[src/pkg/ecs_pkg.sv]
// ecs_pkg: constants, carriers and helpers of the code-memory access block
// assumes a 16-bit code/data address space and 8-bit data
package ecs_pkg;

    // identification byte locations in code space
    localparam logic [15:0] SIG_ADDR0 = 16'hFC30;
    localparam logic [15:0] SIG_ADDR1 = 16'hFC31;
    localparam logic [15:0] SIG_ADDR2 = 16'hFC60;
    // customer area bounds in code space
    localparam logic [15:0] CUST_BASE = 16'hFCE0;
    localparam logic [15:0] CUST_LAST = 16'hFCFF;
    // configuration and protection locations
    localparam logic [15:0] CFG1_ADDR = 16'hFD00;
    localparam logic [15:0] CFG2_ADDR = 16'hFD01;
    localparam logic [15:0] SEC_ADDR = 16'hFD02;
    // main code array lies below this address
    localparam logic [15:0] MAIN_LIMIT = 16'hFC00;

    // nonvolatile store layout
    localparam int MEM_DEPTH = 64;
    localparam logic [5:0] IDX_CFG1 = 6'h20;
    localparam logic [5:0] IDX_CFG2 = 6'h21;
    localparam logic [5:0] IDX_SEC = 6'h22;
    localparam logic [7:0] ERASED_BYTE = 8'hFF;

    // reset values of latched configuration
    localparam logic [7:0] CFG1_RESET = 8'hFF;
    localparam logic [7:0] CFG2_RESET = 8'hFF;
    localparam logic [1:0] SEC_RESET = 2'h3;
    localparam logic [7:0] BYTE_ZERO = 8'h00;

    // field positions
    localparam int OSC_LSB = 0;
    localparam int OSC_MSB = 2;
    localparam logic [2:0] OSC_EXT = 3'h7;
    localparam int SB_FIRST = 0;
    localparam int SB_SECOND = 1;

    // serial link commands and counts
    localparam logic [7:0] CMD_PROG = 8'h01;
    localparam logic [7:0] CMD_VERIFY = 8'h02;
    localparam logic [4:0] FRAME_LAST = 5'h1F;
    localparam logic [2:0] REPLY_LAST = 3'h7;

    // synchronised programming pins
    typedef struct packed {
        logic mode;
        logic clk;
        logic dat;
    } ecs_pins_type;

    // one received command frame, command first
    typedef struct packed {
        logic [7:0] cmd;
        logic [15:0] addr;
        logic [7:0] data;
    } ecs_frame_type;

    // power-up sequence states
    typedef enum logic [4:0] {
        ST_CFG1 = 5'b00001,
        ST_CFG2 = 5'b00010,
        ST_SEC = 5'b00100,
        ST_DONE = 5'b01000,
        ST_RUN = 5'b10000
    } ecs_state_type;

    // source of a verify reply byte
    typedef enum logic [3:0] {
        SRC_NONE = 4'b0001,
        SRC_MEM = 4'b0010,
        SRC_MAIN = 4'b0100,
        SRC_SIG = 4'b1000
    } ecs_src_type;

    // address falls in the customer area
    function automatic logic isCust(input logic [15:0] a);
        isCust = (a >= CUST_BASE) && (a <= CUST_LAST);
    endfunction : isCust

    // store index of a nonvolatile location
    function automatic logic [5:0] memIndex(input logic [15:0] a);
        if (a == CFG1_ADDR) begin
            memIndex = IDX_CFG1;
        end else if (a == CFG2_ADDR) begin
            memIndex = IDX_CFG2;
        end else if (a == SEC_ADDR) begin
            memIndex = IDX_SEC;
        end else begin
            memIndex = {1'h0, a[4:0]};
        end
    endfunction : memIndex

endpackage : ecs_pkg

[src/design/ecs_access.sv]
// ecs_access: code-memory read decode, config latch and serial programming gate
// assumes core reads are single-cycle requests and the main array sits outside
// Behaviour
// - commands and data cross two serial pins
// - identification bytes read at three code addresses
// - customer area readable through code reads
// - customer area not offered for data reads
// - customer area programmed like main memory
// - configuration latched at power up only
// - first configuration byte readable via data move
// - both protection bits erased: program and verify
// - first bit set: only second bit programmable
// - both bits set: verify also blocked
`timescale 1ns/1ps
module ecs_access #(
    parameter logic [7:0] SIG0 = 8'h11, // arbitrary value
    parameter logic [7:0] SIG1 = 8'h22, // arbitrary value
    parameter logic [7:0] SIG2 = 8'h33 // arbitrary value
) (
    // clock and reset
    input wire logic sys_clk,
    input wire logic rst_b,
    // code-memory read instruction port
    input wire logic codeRdEn,
    input wire logic [15:0] codeRdAddr,
    output logic codeRdValid,
    output logic codeRdHit,
    output logic [7:0] codeRdData,
    // external data move read port
    input wire logic xdRdEn,
    input wire logic [15:0] xdRdAddr,
    output logic xdRdValid,
    output logic [7:0] xdRdData,
    // serial programming pins
    input wire logic progModePin,
    input wire logic progClkPin,
    input wire logic progDataRx,
    output logic progDataTx,
    output logic progDataEn,
    // main code array program and verify
    output logic mainProgReq,
    output logic mainVfyReq,
    output logic [15:0] mainAddr,
    output logic [7:0] mainWrData,
    input wire logic [7:0] mainVfyData,
    // latched configuration
    output logic cfgReady,
    output logic [7:0] cfgOne,
    output logic [7:0] cfgTwo,
    output logic [2:0] oscSel,
    output logic extClkSel,
    output logic protectProg,
    output logic protectVerify
);
    import ecs_pkg::*;

    // power-up sequence
    ecs_state_type state_q, state_d;
    logic [7:0] cfgOne_q; // first config byte
    logic [7:0] cfgTwo_q; // second config byte
    logic [1:0] secQ_q; // protection bits, 0 = programmed
    logic [2:0] oscSel_q; // oscillator choice
    logic extClk_q; // external clock chosen
    logic cfgReady_q; // latch complete
    logic protProg_q; // programming locked
    logic protVfy_q; // verify locked

    // core read pipeline
    logic s1Valid_q; // request in flight
    logic s1Cust_q; // answer from the store
    logic s1Sig_q; // answer is an id byte
    logic [7:0] s1Byte_q; // id byte in flight
    logic codeRdValid_q;
    logic codeRdHit_q;
    logic [7:0] codeRdData_q;
    logic xdRdValid_q;
    logic [7:0] xdRdData_q;

    // serial engine
    ecs_pins_type pinsS; // settled pins
    logic clkPrev_q; // last settled link clock
    ecs_frame_type frame_q; // shift register of frame
    logic [4:0] bitCnt_q; // bits received
    logic done_q; // full frame held
    logic vfy1_q; // reply stage one
    logic vfy2_q; // reply stage two
    ecs_src_type src_q; // reply source
    logic [7:0] sigSel_q; // id byte for reply
    logic [7:0] txShift_q; // reply shifter
    logic [2:0] txCnt_q; // reply bits sent
    logic txActive_q; // driving the data pin
    logic mainProg_q;
    logic mainVfy_q;
    logic [15:0] mainAddr_q;
    logic [7:0] mainData_q;

    // store port
    logic [7:0] memRdData;

    // raw pins gathered in carrier order: mode, clk, dat
    wire ecs_pins_type pinsIn = {progModePin, progClkPin, progDataRx};

    // pin synchroniser
    ecs_pin_sync u_sync (
        .sys_clk(sys_clk),
        .rst_b(rst_b),
        .pinsRaw(pinsIn),
        .pinsOut(pinsS)
    );

    // state decode
    wire stRun = (state_q == ST_RUN);
    wire bootRd = (state_q == ST_CFG1) || (state_q == ST_CFG2) || (state_q == ST_SEC);
    wire [5:0] bootIdx = (state_q == ST_CFG1) ? IDX_CFG1 :
                         (state_q == ST_CFG2) ? IDX_CFG2 : IDX_SEC;
    wire progActive = stRun && pinsS.mode;
    wire linkRise = pinsS.clk && !clkPrev_q;

    // core read decode; only the code-read port reaches the customer area
    wire codeCust = isCust(codeRdAddr);
    wire coreMemRd = codeRdEn && codeCust && stRun && !pinsS.mode;
    wire [7:0] sigByte = (codeRdAddr == SIG_ADDR0) ? SIG0 :
                         (codeRdAddr == SIG_ADDR1) ? SIG1 : SIG2;
    wire codeSig = (codeRdAddr == SIG_ADDR0) || (codeRdAddr == SIG_ADDR1) ||
                   (codeRdAddr == SIG_ADDR2);

    // frame decode
    wire [15:0] fAddr = frame_q.addr;
    wire tgtCfg = (fAddr == CFG1_ADDR) || (fAddr == CFG2_ADDR);
    wire tgtSec = (fAddr == SEC_ADDR);
    wire tgtMem = isCust(fAddr) || tgtCfg || tgtSec;
    wire tgtMain = (fAddr < MAIN_LIMIT);
    wire tgtSig = (fAddr == SIG_ADDR0) || (fAddr == SIG_ADDR1) || (fAddr == SIG_ADDR2);
    wire isProg = (frame_q.cmd == CMD_PROG);
    wire isVfy = (frame_q.cmd == CMD_VERIFY);
    wire [7:0] fSig = (fAddr == SIG_ADDR0) ? SIG0 :
                      (fAddr == SIG_ADDR1) ? SIG1 : SIG2;

    // protection levels; second-bit-only locks nothing, so only bit one gates writes
    wire lockProg = !secQ_q[SB_FIRST];
    wire lockVfy = !secQ_q[SB_FIRST] && !secQ_q[SB_SECOND];
    wire progOk = lockProg ? tgtSec : 1'h1;
    wire doWrMem = done_q && isProg && progOk && tgtMem;
    wire doWrMain = done_q && isProg && progOk && tgtMain;
    wire doRdMem = done_q && isVfy && !lockVfy && tgtMem;
    wire doRdMain = done_q && isVfy && !lockVfy && tgtMain;
    wire ecs_src_type srcNext = doRdMem ? SRC_MEM : doRdMain ? SRC_MAIN :
                                (!lockVfy && tgtSig) ? SRC_SIG : SRC_NONE;

    // store access mux, power-up first, then link, then core
    wire memRdEn = bootRd || doRdMem || coreMemRd;
    wire [5:0] memRdIdx = bootRd ? bootIdx :
                          doRdMem ? memIndex(fAddr) : memIndex(codeRdAddr);

    // nonvolatile store
    ecs_nv_mem u_mem (
        .sys_clk(sys_clk),
        .rdEn(memRdEn),
        .rdIdx(memRdIdx),
        .rdData(memRdData),
        .wrEn(doWrMem),
        .wrIdx(memIndex(fAddr)),
        .wrData(frame_q.data)
    );

    // power-up sequence next state
    always_comb begin
        case (state_q)
            ST_CFG1: state_d = ST_CFG2;
            ST_CFG2: state_d = ST_SEC;
            ST_SEC: state_d = ST_DONE;
            ST_DONE: state_d = ST_RUN;
            ST_RUN: state_d = ST_RUN;
            default: state_d = ST_CFG1;
        endcase
    end

    // configuration latched once after reset, never by the program
    always_ff @(posedge sys_clk or negedge rst_b) begin
        if (!rst_b) begin
            state_q <= ST_CFG1;
            cfgOne_q <= CFG1_RESET;
            cfgTwo_q <= CFG2_RESET;
            oscSel_q <= OSC_EXT;
            extClk_q <= 1'h1;
            cfgReady_q <= 1'h0;
        end else begin
            state_q <= state_d;
            if (state_q == ST_CFG2) begin
                cfgOne_q <= memRdData;
            end
            if (state_q == ST_SEC) begin
                cfgTwo_q <= memRdData;
            end
            if (state_q == ST_DONE) begin
                oscSel_q <= cfgOne_q[OSC_MSB:OSC_LSB];
                extClk_q <= (cfgOne_q[OSC_MSB:OSC_LSB] == OSC_EXT);
                cfgReady_q <= 1'h1;
            end
        end
    end

    // protection bits: loaded at power up, tightened by link writes
    always_ff @(posedge sys_clk or negedge rst_b) begin
        if (!rst_b) begin
            secQ_q <= SEC_RESET;
            protProg_q <= 1'h0;
            protVfy_q <= 1'h0;
        end else begin
            if (state_q == ST_DONE) begin
                secQ_q <= memRdData[SB_SECOND:SB_FIRST];
            end else if (doWrMem && tgtSec) begin
                secQ_q <= secQ_q & frame_q.data[SB_SECOND:SB_FIRST];
            end
            protProg_q <= lockProg;
            protVfy_q <= lockVfy;
        end
    end

    // core code read: answer two cycles after the request
    always_ff @(posedge sys_clk or negedge rst_b) begin
        if (!rst_b) begin
            s1Valid_q <= 1'h0;
            s1Cust_q <= 1'h0;
            s1Sig_q <= 1'h0;
            s1Byte_q <= BYTE_ZERO;
            codeRdValid_q <= 1'h0;
            codeRdHit_q <= 1'h0;
            codeRdData_q <= BYTE_ZERO;
        end else begin
            s1Valid_q <= codeRdEn;
            s1Cust_q <= coreMemRd;
            s1Sig_q <= codeRdEn && codeSig;
            s1Byte_q <= sigByte;
            codeRdValid_q <= s1Valid_q;
            codeRdHit_q <= s1Valid_q && (s1Cust_q || s1Sig_q);
            // unmapped reads, and customer-area reads while busy, answer zero; id bytes are answered even when busy
            if (s1Cust_q) begin
                codeRdData_q <= memRdData;
            end else if (s1Sig_q) begin
                codeRdData_q <= s1Byte_q;
            end else begin
                codeRdData_q <= BYTE_ZERO;
            end
        end
    end

    // data move read: one register, answer next cycle
    always_ff @(posedge sys_clk or negedge rst_b) begin
        if (!rst_b) begin
            xdRdValid_q <= 1'h0;
            xdRdData_q <= BYTE_ZERO;
        end else begin
            xdRdValid_q <= xdRdEn;
            xdRdData_q <= (xdRdAddr == CFG1_ADDR) ? cfgOne_q : BYTE_ZERO;
        end
    end

    // frame receive on each settled link clock rise in programming mode while no reply is driven
    always_ff @(posedge sys_clk or negedge rst_b) begin
        if (!rst_b) begin
            clkPrev_q <= 1'h0;
            frame_q <= '0;
            bitCnt_q <= '0;
            done_q <= 1'h0;
        end else begin
            clkPrev_q <= pinsS.clk;
            done_q <= 1'h0;
            if (!progActive) begin
                bitCnt_q <= '0;
            end else if (linkRise && !txActive_q) begin
                frame_q <= {frame_q[$bits(ecs_frame_type)-2:0], pinsS.dat};
                bitCnt_q <= bitCnt_q + 5'h01;
                done_q <= (bitCnt_q == FRAME_LAST);
            end
        end
    end

    // command execution toward the main array
    always_ff @(posedge sys_clk or negedge rst_b) begin
        if (!rst_b) begin
            mainProg_q <= 1'h0;
            mainVfy_q <= 1'h0;
            mainAddr_q <= '0;
            mainData_q <= BYTE_ZERO;
        end else begin
            mainProg_q <= doWrMain;
            mainVfy_q <= doRdMain;
            if (doWrMain || doRdMain) begin
                mainAddr_q <= fAddr;
                mainData_q <= frame_q.data;
            end
        end
    end

    // verify reply: load after two cycles, then shift out msb first
    always_ff @(posedge sys_clk or negedge rst_b) begin
        if (!rst_b) begin
            vfy1_q <= 1'h0;
            vfy2_q <= 1'h0;
            src_q <= SRC_NONE;
            sigSel_q <= BYTE_ZERO;
            txShift_q <= BYTE_ZERO;
            txCnt_q <= '0;
            txActive_q <= 1'h0;
        end else begin
            vfy1_q <= done_q && isVfy;
            vfy2_q <= vfy1_q;
            if (done_q && isVfy) begin
                src_q <= srcNext;
                sigSel_q <= fSig;
            end
            if (!progActive) begin
                txActive_q <= 1'h0;
            end else if (vfy2_q) begin
                // blocked or unmapped verify answers zero
                case (src_q)
                    SRC_MEM: txShift_q <= memRdData;
                    SRC_MAIN: txShift_q <= mainVfyData;
                    SRC_SIG: txShift_q <= sigSel_q;
                    SRC_NONE: txShift_q <= BYTE_ZERO;
                    default: txShift_q <= BYTE_ZERO;
                endcase
                txCnt_q <= '0;
                txActive_q <= 1'h1;
            end else if (txActive_q && linkRise) begin
                txShift_q <= {txShift_q[6:0], 1'h0};
                txCnt_q <= txCnt_q + 3'h1;
                txActive_q <= (txCnt_q != REPLY_LAST);
            end
        end
    end

    // outputs straight from flops
    assign codeRdValid = codeRdValid_q;
    assign codeRdHit = codeRdHit_q;
    assign codeRdData = codeRdData_q;
    assign xdRdValid = xdRdValid_q;
    assign xdRdData = xdRdData_q;
    assign progDataTx = txShift_q[7];
    assign progDataEn = txActive_q;
    assign mainProgReq = mainProg_q;
    assign mainVfyReq = mainVfy_q;
    assign mainAddr = mainAddr_q;
    assign mainWrData = mainData_q;
    assign cfgReady = cfgReady_q;
    assign cfgOne = cfgOne_q;
    assign cfgTwo = cfgTwo_q;
    assign oscSel = oscSel_q;
    assign extClkSel = extClk_q;
    assign protectProg = protProg_q;
    assign protectVerify = protVfy_q;
endmodule : ecs_access

[src/design/ecs_pin_sync.sv]
// ecs_pin_sync: three-flop synchroniser for the programming pins
// assumes pins are asynchronous to sys_clk; output changes once stages 2 and 3 agree
`timescale 1ns/1ps
module ecs_pin_sync (
    // clock and reset
    input wire logic sys_clk,
    input wire logic rst_b,
    // raw and settled pins
    input wire ecs_pkg::ecs_pins_type pinsRaw,
    output ecs_pkg::ecs_pins_type pinsOut
);
    import ecs_pkg::*;

    ecs_pins_type st1_q; // first stage, read only by st2
    ecs_pins_type st2_q; // second stage
    ecs_pins_type st3_q; // third stage
    ecs_pins_type out_q; // settled value

    // per-bit agreement of the two later stages
    wire ecs_pins_type agree = ~(st2_q ^ st3_q);

    // shift chain and qualified update
    always_ff @(posedge sys_clk or negedge rst_b) begin
        if (!rst_b) begin
            st1_q <= '0;
            st2_q <= '0;
            st3_q <= '0;
            out_q <= '0;
        end else begin
            st1_q <= pinsRaw;
            st2_q <= st1_q;
            st3_q <= st2_q;
            out_q <= (agree & st3_q) | (~agree & out_q);
        end
    end

    assign pinsOut = out_q;

endmodule : ecs_pin_sync

[src/design/ecs_nv_mem.sv]
// ecs_nv_mem: small one-time-programmable store (customer area, config, protection)
// assumes one access per cycle; programming can only clear bits
`timescale 1ns/1ps
module ecs_nv_mem (
    // clock
    input wire logic sys_clk,
    // read port, data registered
    input wire logic rdEn,
    input wire logic [5:0] rdIdx,
    output logic [7:0] rdData,
    // program port
    input wire logic wrEn,
    input wire logic [5:0] wrIdx,
    input wire logic [7:0] wrData
);
    import ecs_pkg::*;

    // storage cells start erased; only the clocked process below writes them
    logic [7:0] mem [MEM_DEPTH] = '{default: ERASED_BYTE};
    logic [7:0] rdData_q; // read register

    // programming ands in, so a 0 never returns to 1
    always_ff @(posedge sys_clk) begin
        if (wrEn) begin
            mem[wrIdx] <= mem[wrIdx] & wrData;
        end
        if (rdEn) begin
            rdData_q <= mem[rdIdx];
        end
    end

    assign rdData = rdData_q;

endmodule : ecs_nv_mem

[config.mk]
export PLATFORM = sky130hd
export DESIGN_NAME = ecs_access
export DESIGN_NICKNAME = d
export VERILOG_FILES = /design/src/pkg/ecs_pkg.sv /design/src/design/ecs_access.sv /design/src/design/ecs_pin_sync.sv /design/src/design/ecs_nv_mem.sv
export SDC_FILE = /design/constraint.sdc
export NUM_CORES = 1
export LEC_CHECK = 0
export ABC_CLOCK_PERIOD_IN_PS = 10800
export BUFFER_PORTS_ARGS = -buffer_cell sky130_fd_sc_hd__buf_2
export CAP_MARGIN = 0
export CORE_ASPECT_RATIO = 0.5
export CORE_MARGIN = 5
export CORE_UTILIZATION = 25
export CTS_CLUSTER_SIZE = 20
export DETAILED_ROUTE_END_ITERATION = 10
export HOLD_SLACK_MARGIN = 0.12
export SYNTH_ARGS = -nofsm -noshare
export SYNTH_HDL_FRONTEND = slang
export SYNTH_SLANG_ARGS = --single-unit
[constraint.sdc]
create_clock -name sys_clk -period 10.8 [get_ports sys_clk]
set_clock_uncertainty 0.1 [all_clocks]
set_input_delay 1.08 -clock sys_clk [delete_from_list [all_inputs] [get_ports sys_clk]]
set_output_delay 1.08 -clock sys_clk [all_outputs]
set_load 0.05 [all_outputs]
# --- Word level (Yosys, flattened, before mapping) ---
# Memories as Yosys holds them, arrays and structs flattened. A register that Yosys moved wholly into a read port is not among the register bits.
# Cells that the tools add are included.
classes:
  add_sub_neg: 2
  magnitude_cmp: 5
  n_eq_ne: 28
  n_mux: 38
  bitwise_logic: 8
  n_reduce_logical: 46
op_table:
  columns: ["operator", "count"]
  rows:
  - ["equality test 16 bit (second input constant)", 13]
  - ["2-to-1 mux 6 bit", 11]
  - [">= comparator 16 bit (second input constant)", 2]
  - ["less-or-equal comparator 16 bit (second input constant)", 2]
  - ["2-to-1 mux 8 bit", 4]
  - ["case mux 8 bit (3 select lines)", 1]
  - ["logical AND 1 bit", 22]
  - ["2-to-1 mux 5 bit", 4]
  - ["case mux 5 bit (4 select lines)", 1]
  - ["less-than comparator 16 bit (second input constant)", 1]
  - ["logical OR 1 bit", 13]
  - ["2-to-1 mux 4 bit", 3]
  - ["equality test 5 bit (second input constant)", 2]
  - ["AND 8 bit", 1]
  - ["equality test 8 x 1 -> 1 bit (second input constant)", 1]
  - ["equality test 8 x 2 -> 1 bit (second input constant)", 1]
  - ["2-to-1 mux 1 bit", 8]
  - ["2-to-1 mux 2 bit", 4]
  - ["AND 3 bit", 2]
  - ["zero test 1 bit", 6]
  - ["2-to-1 mux 3 bit", 2]
  - ["inverter 3 bit", 2]
  - ["adder 5 x 1 -> 5 bit (second input constant)", 1]
  - ["equality test 5 x 1 -> 1 bit (second input constant)", 1]
  - ["17 further kinds", 19]
word_totals:
  register_bits: 161
  ramBits: 512
  output_inout_bits: 70
  memories: 1
mem_list:
  columns: ["name", "words", "word_bits", "read_ports", "rd_clocked_by_memory_dff", "wr", "line", "text"]
  rows:
  - ["u_mem.mem", 64, 8, 2, 1, 1, "ecs_nv_mem.sv:19", "logic [7:0] mem [MEM_DEPTH] = '{default: ERASED_BYTE};"]

# --- Logic depth before layout (Yosys ltp) ---
# Gate-level depths: netlist of run 1.
logic_depth:
  word_depth: 8
  mapped_depth: 13

# --- Cells and area by module ---
# From an unflattened synthesis of run 1, not the netlist that was laid out.
hier_totals:
  cells_unflattened: 1884
  area_unflattened_um2: 30734.5
modules_own_cells:
  columns: ["mod", "n_inst", "cells_per_inst", "area_per_inst_um2", "seq_area_each_um2"]
  rows:
  - ["ecs_nv_mem", 1, 1378, 24556.1, 15615.0]
  - ["ecs_access", 1, 491, 5844.4, 3508.4]
  - ["ecs_pin_sync", 1, 15, 334.1, 300.3]

# --- Worst setup path before layout of run 1 ---
# Ideal clock, no wire load.
synth_timing:
  kind: "reg-to-reg"
  from: "register frame_q, in the netlist fAddr[2]"
  to: "memory u_mem.mem[0][0] (data pin)"
  arrival_time_ns: 3.791
  required_time_ns: 10.170
  setup_slack_ns: 6.379
  stages_incl_launch_ff: 11
  n_path_buf: 5
  synth_period_minus_slack_ns: 4.421
  path_cell_list: "dfrtp_1 -> clkbuf_1 -> buf_2 -> buf_1 -> nand2_1 -> clkbuf_1 -> clkbuf_1 -> o22ai_1 -> nor4_1 -> nand2_1 -> a21boi_0"
synth_between:
  elab_chain_len: 6
  word_cells_on_any_way: 8
  classes_between: "eq/ne (3); mux (3); bitwise (1); memory (1)"
synth_lines:
  columns: ["element", "line", "text"]
  rows:
  - ["start: declaration", "ecs_access.sv:82", "ecs_frame_type frame_q;"]
  - ["start signal: assignment", "ecs_access.sv:272", "frame_q <= {frame_q[$bits(ecs_frame_type)-2:0], pinsS.dat};"]
  - ["equality test 16 bit", "ecs_pkg.sv:87", "end else if (a == SEC_ADDR) begin"]
  - ["2-to-1 mux 6 bit", "ecs_pkg.sv:87", null]
  - ["2-to-1 mux 6 bit", "ecs_pkg.sv:85", "end else if (a == CFG2_ADDR) begin"]
  - ["2-to-1 mux 6 bit (*)", "ecs_pkg.sv:83", "if (a == CFG1_ADDR) begin"]
  - ["memory read (64 x 8 bit) (*)", null, null]
  - ["AND 8 bit (*)", "ecs_nv_mem.sv:25", "mem[wrIdx] <= mem[wrIdx] & wrData;"]
  - ["end: declaration", "ecs_nv_mem.sv:19", null]
# Every way passes the cells marked *; elsewhere a longest branch is shown, timed or not.

# --- Worst setup path in the final report of run 1 ---
layout_timing:
  from: "register frame_q, in the netlist fAddr[0]"
  to: "register u_mem.rdData_q[4], in the netlist u_mem.rdData[4] (read register of u_mem.mem) (data pin)"
layout_between:
  elab_chain_len: 7
  word_cells_on_any_way: 17
  classes_between: "order compare (2); eq/ne (3); mux (5); reduce/logical (7)"
layout_lines:
  columns: ["element", "line", "text"]
  rows:
  - [">= comparator 16 bit, or another cell as far along", "ecs_pkg.sv:78", "isCust = (a >= CUST_BASE) && (a <= CUST_LAST);"]
  - ["logical AND 1 bit or logical OR 1 bit (tied branches)", "ecs_pkg.sv:78, ecs_access.sv:129", null]
  - ["logical OR 1 bit (2 in series)", "ecs_access.sv:131", "wire tgtMem = isCust(fAddr) || tgtCfg || tgtSec;"]
  - ["logical AND 1 bit", "ecs_access.sv:145", "wire doRdMem = done_q && isVfy && !lockVfy && tgtMem;"]
  - ["2-to-1 mux 6 bit or logical OR 1 bit (tied branches)", "ecs_access.sv:153, ecs_access.sv:151", null]
  - ["2-to-1 mux 6 bit or logical OR 1 bit (tied branches)", "ecs_access.sv:152, ecs_access.sv:151", null]
  - ["end: declaration", "ecs_nv_mem.sv:20", "logic [7:0] rdData_q;"]
# Several ways; a longest one is shown, not always the timed one.
# A chain may end at the register's enable or synchronous reset.

==> results.sh, run 1 <==
export IMPL_outcome="complete, no violations"
export IMPL_antenna_found_initial=2
export IMPL_setup_ws_ns=5.295
export IMPL_power_frac_comb=0.129
export IMPL_synth_edf_count=326
export IMPL_post_dp_cell_area_mm2=0.02314
export IMPL_drt_pass1_iter_count=6
export IMPL_required_ns=11.02
export IMPL_n_antenna_cell=0
export IMPL_synth_seq_cells=477
export IMPL_cap_violations=0
export IMPL_area_growth_pct=16.57
export IMPL_fin_tns_setup_ns=0
export IMPL_cp_max_fo=59
export IMPL_numCtsBuffers=49
export IMPL_fp_dieH_um=216.4
export IMPL_grt_overflow=0
export IMPL_grt_pass1_wl_um=102900
export IMPL_clock_sinks=477
export IMPL_track_usage=0.1482
export IMPL_postSynthCellCount=1696
export IMPL_ys_seq_area_frac=0.6383
export IMPL_power_share_sequential=0.481
export IMPL_yosysWarnings=0
export IMPL_critical_path_startpoint_type="flop"
export IMPL_yosysTopAreaCell="edfxtp_1"
export IMPL_netSwitchingPower_mw=1.238
export IMPL_sw_frac_of_total=0.2711
export IMPL_path_class="flop to flop"
export IMPL_cpMostUsedCell="buf_4"
export IMPL_clockRootBuffer="clkbuf_16"
export IMPL_netlist_area_mm2=0.02130
export IMPL_hold_buffers=0
export IMPL_synth_ff_type="edfxtp_1"
export IMPL_insertion_delay_ns=0.60
export IMPL_htree_levels=2
export IMPL_wirelength_met1_um=29150
export IMPL_critPathBufInv=3
export IMPL_grt_pass1_vias=15020
export IMPL_clk_pin_slew_ns=0.07
export IMPL_clockPowerShare=0.390
export IMPL_core_area_mm2=0.08417
export IMPL_slowest_delay_ns=0.77
export IMPL_nNetsFinal=1854
export IMPL_wl_met2_um=29870
export IMPL_chipWidth_um=422.8
export IMPL_setup_viol=0
export IMPL_worstMarginPinSlew_ns=1.277
export IMPL_synth_common_cells="edfxtp_1 (326), nand2_1 (224), dfrtp_1 (127)"
export IMPL_synthTopCellsByArea="edfxtp_1 (46%), dfrtp_1 (15%), mux2_2 (4.3%)"
export IMPL_rsz0062_at_grt="false"
export IMPL_initial_core_util=0.2531
export IMPL_hp_class="flop to flop"
export IMPL_rows=75
export IMPL_wl_per_cell_um=23.97
export IMPL_place_congestion=0.9628
export IMPL_post_cts_resized=0
export IMPL_avgSynthCellArea_um2=12.56
export IMPL_relSlewSlack=0.1365
export IMPL_io_buffers=116
export IMPL_hpwl_um=47290
export IMPL_netlist_area_leader_share=0.4595
export IMPL_vias=15870
export IMPL_p_int_mw=3.327
export IMPL_maxSlewViolCount=0
export IMPL_fp_dieArea_mm2=0.09150
export IMPL_post_route_cell_area_mm2=0.02483
export IMPL_period_needed_ns=5.505
export IMPL_yosysUniqueCellTypes=73
export IMPL_rrSetupSlack_ns=5.29
export IMPL_p_leak_nw=9.102
export IMPL_synth_most_common_cell="edfxtp_1"
export IMPL_cts_path_max_buffers=3
export IMPL_final_hold_violation_count=0
export IMPL_io_pins=117
export IMPL_drtAntennaViolNets=0
export IMPL_grt_max_degree=83
export IMPL_peakVddDrop_mv=0.1088
export IMPL_async_flop_share=0.3166
export IMPL_routed_wl_um=70960
export IMPL_period_share=0.5097
export IMPL_crit_family="simple AND/OR/NAND/NOR gates"
export IMPL_drive_gt1_frac=0.2055
export IMPL_drcViolationCount=0
export IMPL_via_per_inst=5.363
export IMPL_cts_setup_buffers=0
export IMPL_wl_met3_um=8548
export IMPL_crit_chain="buf_4 -> nand2_1 -> nor3b_2 -> o21ai_0 -> o21a_1 -> buf_4 -> nand2_2 -> buf_4 -> a211oi_1 -> a211oi_1 -> nor4_1 -> a211oi_2"
export IMPL_highest_layer="met4"
export IMPL_slowest_stage="dfrtp_2"
export IMPL_drt_iter0_drc=2323
export IMPL_cts_tree="done"
export IMPL_p_per_area_mw_per_mm2=183.8
export IMPL_dp_slack_ns=5.455
export IMPL_fmax_mhz=181.6
export IMPL_cp_arrival_ns=5.72
export IMPL_end_kind="flop"
[placed cells by master (no fill, tap or decap), types with 11 or more instances in the layout]
master and count:
edfxtp_1 326, buf_2 115, a211oi_1 88, a21oi_1 51, nor3b_1 13, conb_1 38
nor4_1 29, and3_1 58, dfstp_2 24, nand2_1 223, a311oi_1 32, nand3_1 11
and2_1 12, o22ai_1 73, dfrtp_1 124, mux2_2 81, o21ai_0 57, nor2_1 89
o221ai_1 17, buf_4 27, clkbuf_16 51, mux2i_1 67, nand2b_1 13, nor3_1 22
[area by class of cell]
cell class | instances | area, µm²
timing repair buffer | 143 | 789.5
sequential | 477 | 13600
clock inverter | 29 | 331.6
inverter | 8 | 30.03
clock buffer | 63 | 1361
multi-input combinational | 1124 | 7321
fill | 8452 | 59340
tap | 1116 | 1396
[sequential cells by signal, summed over array words and instances (netlist names), 2 cells and up, named ones only]
| name | flops |
|---|---|
| bitCnt_q | 5 |
| cfgOne | 8 |
| cfgTwo | 8 |
| codeRdData | 8 |
| fAddr | 16 |
| frame_q | 16 |
| mainAddr | 16 |
| mainWrData | 8 |
| oscSel | 3 |
| s1Byte_q | 2 |
| secQ_q | 2 |
| sigSel_q | 2 |
| src_q | 4 |
| state_q | 5 |
| txCnt_q | 3 |
| txShift_q | 8 |
| u_mem.mem | 318 |
| u_mem.rdData | 8 |
| u_sync.st1_q | 3 |
| u_sync.st2_q | 3 |
| u_sync.st3_q | 3 |
| xdRdData | 8 |
[metal layers]
layer	track usage	vias to the layer above
li1	-	6704
met1	0.2055	7898
met2	0.2152	1093
met3	0.04013	179
met4	0.06866	0
met5	0	-
[power groups by stage]
stage	combinational (mW)	sequential [mW]	clock [mW]
finish	0.587	2.20	1.78
global route	0.615	2.20	1.89
CTS	0.573	2.20	1.81
detailed placement	0.573	2.23	0
global placement	0.565	2.23	0
floorplan	0.332	2.19	0
[cell families (layout without fill, tap and decap cells)]
logic type | after synthesis | after routing | synth area share
other cells | 1 | 38 | 0.0001760
fa+ha+maj | 7 | 7 | 0.003759
flops | 477 | 477 | 0.6383
buf+inv | 132 | 243 | 0.02790
xor+xnor | 4 | 4 | 0.001645
compound gates | 385 | 385 | 0.1243
mux | 154 | 154 | 0.08064
simple gates | 536 | 536 | 0.1233
[stage by stage]
stage	total power, mW	hold slack (ns)	util	std cells
2_1_floorplan	2.526	0.2312	-	1733
3_3_place_gp	2.799	0.2327	0.2749	2868
3_5_place_dp	2.808	0.2355	0.2749	2868
4_1_cts	4.583	0.2500	0.2950	2960
5_1_grt	4.712	0.2562	0.2950	2960
6_report	4.565	0.2491	0.2950	2960
[path summary, 6_finish.rpt]
path,start,cells past startpoint,to
min in group asynchronous,rst_b,1,codeRdData[3]$_DFF_PN0_
worst max register to register,fAddr[0]$_DFFE_PN0P_,12,u_mem.rdData[4]$_DFFE_PP_
worst max-delay path,fAddr[0]$_DFFE_PN0P_,12,u_mem.rdData[4]$_DFFE_PP_
worst min register to register,vfy1_q$_DFF_PN0_,0,vfy2_q$_DFF_PN0_
worst min-delay path,vfy1_q$_DFF_PN0_,0,vfy2_q$_DFF_PN0_
max in group asynchronous,rst_b,2,xdRdData[4]$_DFF_PN0_
Note: power is estimated with default switching activity, not from simulation.
==> run 2: changes to the inputs <==
--- a/config.mk
+++ b/config.mk
@@ -5,7 +5,7 @@
 export SDC_FILE = /design/constraint.sdc
 export NUM_CORES = 1
 export LEC_CHECK = 0
-export ABC_CLOCK_PERIOD_IN_PS = 10800
+export ABC_CLOCK_PERIOD_IN_PS = 4910
 export BUFFER_PORTS_ARGS = -buffer_cell sky130_fd_sc_hd__buf_2
 export CAP_MARGIN = 0
 export CORE_ASPECT_RATIO = 0.5
==> constraint.sdc (replaced) <==
create_clock -name sys_clk -period 4.91 [get_ports sys_clk]
set_clock_uncertainty 0.1 [all_clocks]
set_input_delay 0.491 -clock sys_clk [delete_from_list [all_inputs] [get_ports sys_clk]]
set_output_delay 0.491 -clock sys_clk [all_outputs]
set_load 0.05 [all_outputs]
==> results.sh, run 2 (synthesis results as in run 1) <==
export IMPL_rows=75
export IMPL_clock_sinks=477
export IMPL_p_per_area_mw_per_mm2=390.9
export IMPL_grt_overflow=0
export IMPL_end_kind="flop"
export IMPL_wl_per_cell_um=23.49
export IMPL_nNetsFinal=1948
export IMPL_setup_ws_ns=0.3783
export IMPL_cts_setup_buffers=0
export IMPL_hp_class="primary input to flop"
export IMPL_core_area_mm2=0.08417
export IMPL_cp_startpoint="frame_q[28]$_DFFE_PN0P_"
export IMPL_relSlewSlack=0.1400
export IMPL_grt_pass1_vias=15330
export IMPL_fp_dieH_um=216.4
export IMPL_drt_iter0_drc=2317
export IMPL_layout_commonest_cell="edfxtp_1"
export IMPL_drcViolationCount=0
export IMPL_dp_slack_ns=0.4971
export IMPL_grt_pass1_wl_um=104500
export IMPL_final_cell_mix="edfxtp_1 (326), nand2_1 (223), dfrtp_1 (124), buf_2 (115), buf_4 (106)"
export IMPL_routed_wl_um=71730
export IMPL_post_dp_cell_area_mm2=0.02388
export IMPL_cp_arrival_ns=4.74
export IMPL_p_leak_nw=9.577
export IMPL_cts_path_max_buffers=3
export IMPL_path_class="flop to flop"
export IMPL_hpwl_um=48840
export IMPL_via_per_inst=5.234
export IMPL_cts_tree="done"
export IMPL_required_ns=5.12
export IMPL_final_hold_violation_count=0
export IMPL_vias=15980
export IMPL_period_needed_ns=4.532
export IMPL_numCtsBuffers=48
export IMPL_maxSlewViolCount=0
export IMPL_largest_reg_flops=318
export IMPL_fin_tns_setup_ns=0
export IMPL_grt_max_degree=112
export IMPL_cp_max_fo=46
export IMPL_drive_gt1_frac=0.2323
export IMPL_critical_path_startpoint_type="flop"
export IMPL_io_buffers=116
export IMPL_clk_pin_slew_ns=0.06
export IMPL_chipWidth_um=422.8
export IMPL_regMostFlops="u_mem.mem"
export IMPL_reg2reg_from="frame_q[28]$_DFFE_PN0P_"
export IMPL_post_route_cell_area_mm2=0.02555
export IMPL_outcome="complete, no violations"
export IMPL_power_total_mw=9.988
export IMPL_drtAntennaViolNets=0
export IMPL_drt_pass1_iter_count=6
export IMPL_htree_levels=2
export IMPL_setup_viol=0
export IMPL_fmax_mhz=220.7
export IMPL_hold_worst_slack_ns=0.1571
export IMPL_fp_dieArea_mm2=0.09150
export IMPL_place_congestion=0.9470
export IMPL_period_share=0.9230
export IMPL_initial_core_util=0.2531
export IMPL_worstHoldStart="mainVfyData[5]"
export IMPL_worstMarginPinSlew_ns=1.272
export IMPL_io_pins=117
export IMPL_area_growth_pct=19.95
export IMPL_rsz0062_at_grt="false"
export IMPL_cap_violations=0
export IMPL_antenna_found_initial=1
export IMPL_peakVddDrop_mv=0.2097
export IMPL_track_usage=0.1501
export IMPL_clockRootBuffer="clkbuf_16"
export IMPL_insertion_delay_ns=0.59
==> run 2: cell types whose count changed in the layout (fill, tap and decap cells not counted), moves of 3 or more <==
cell and delta:
clkinv_4 -3, clkbuf_1 +10, dlygate4sd3_1 +8, buf_12 +8
buf_4 +79, clkinvlp_4 -5
==> run 2: through the flow <==
stage / instances / utilization
floorplan: 1733 / -
global placement: 2955 / 0.2836
detailed placement: 2955 / 0.2836
CTS: 3053 / 0.3035
global route: 3053 / 0.3035
finish: 3054 / 0.3036
==> run 2: critical path: stages (launching register included) <==
cell      delay, ns
dfrtp_1        0.40
or4b_4         0.58
nor4_4         0.45
o211ai_2       0.27
buf_4          0.25
mux2i_1        0.36
a21o_4         0.54
buf_4          0.41
a311oi_1       0.15
nor4_1         0.61
a211oi_1       0.09
==> run 2: layout make-up <==
cell class	instances	area, µm²
inverter	8	30.03
timing repair buffer	238	1623
sequential	477	13600
multi-input combinational	1124	7302
tap	1116	1396
fill	8402	58620
antenna	1	2.502
clock inverter	18	227.7
clock buffer	72	1368
==> run 2: final timing paths <==
check	end	slack, ns	cells after the start
setup / recovery	u_mem.rdData[2]$_DFFE_PP_	0.38	10
hold / removal	txShift_q[5]$_DFFE_PN0P_	0.16	3
setup reg to reg	u_mem.rdData[2]$_DFFE_PP_	0.38	10
hold reg to reg	vfy2_q$_DFF_PN0_	0.25	0
max in group asynchronous	cfgTwo[4]$_DFFE_PN1P_	3.07	3
min in group asynchronous	xdRdValid$_DFF_PN0_	0.51	2
==> run 2: repair_timing <==
item                      CTS  global route
hold buffers                8             0
resized for setup           0             0
hold endpoints to repair  114             0
==> run 2: per-layer routing <==
layer	track usage	vias to the layer above	wire [µm]
li1	-	6875	-
met1	0.2044	7940	29710
met2	0.2240	964	30570
met3	0.03669	203	7689
met4	0.07333	2	3744
met5	0	-	12
==> run 2: where the power goes <==
group / internal, mW / total (mW) / switching, mW
clock network: 2.20 / 3.77 / 1.57
registers: 4.69 / 4.80 / 0.107
logic: 0.405 / 1.42 / 1.01
total: 7.30 / 9.99 / 2.69
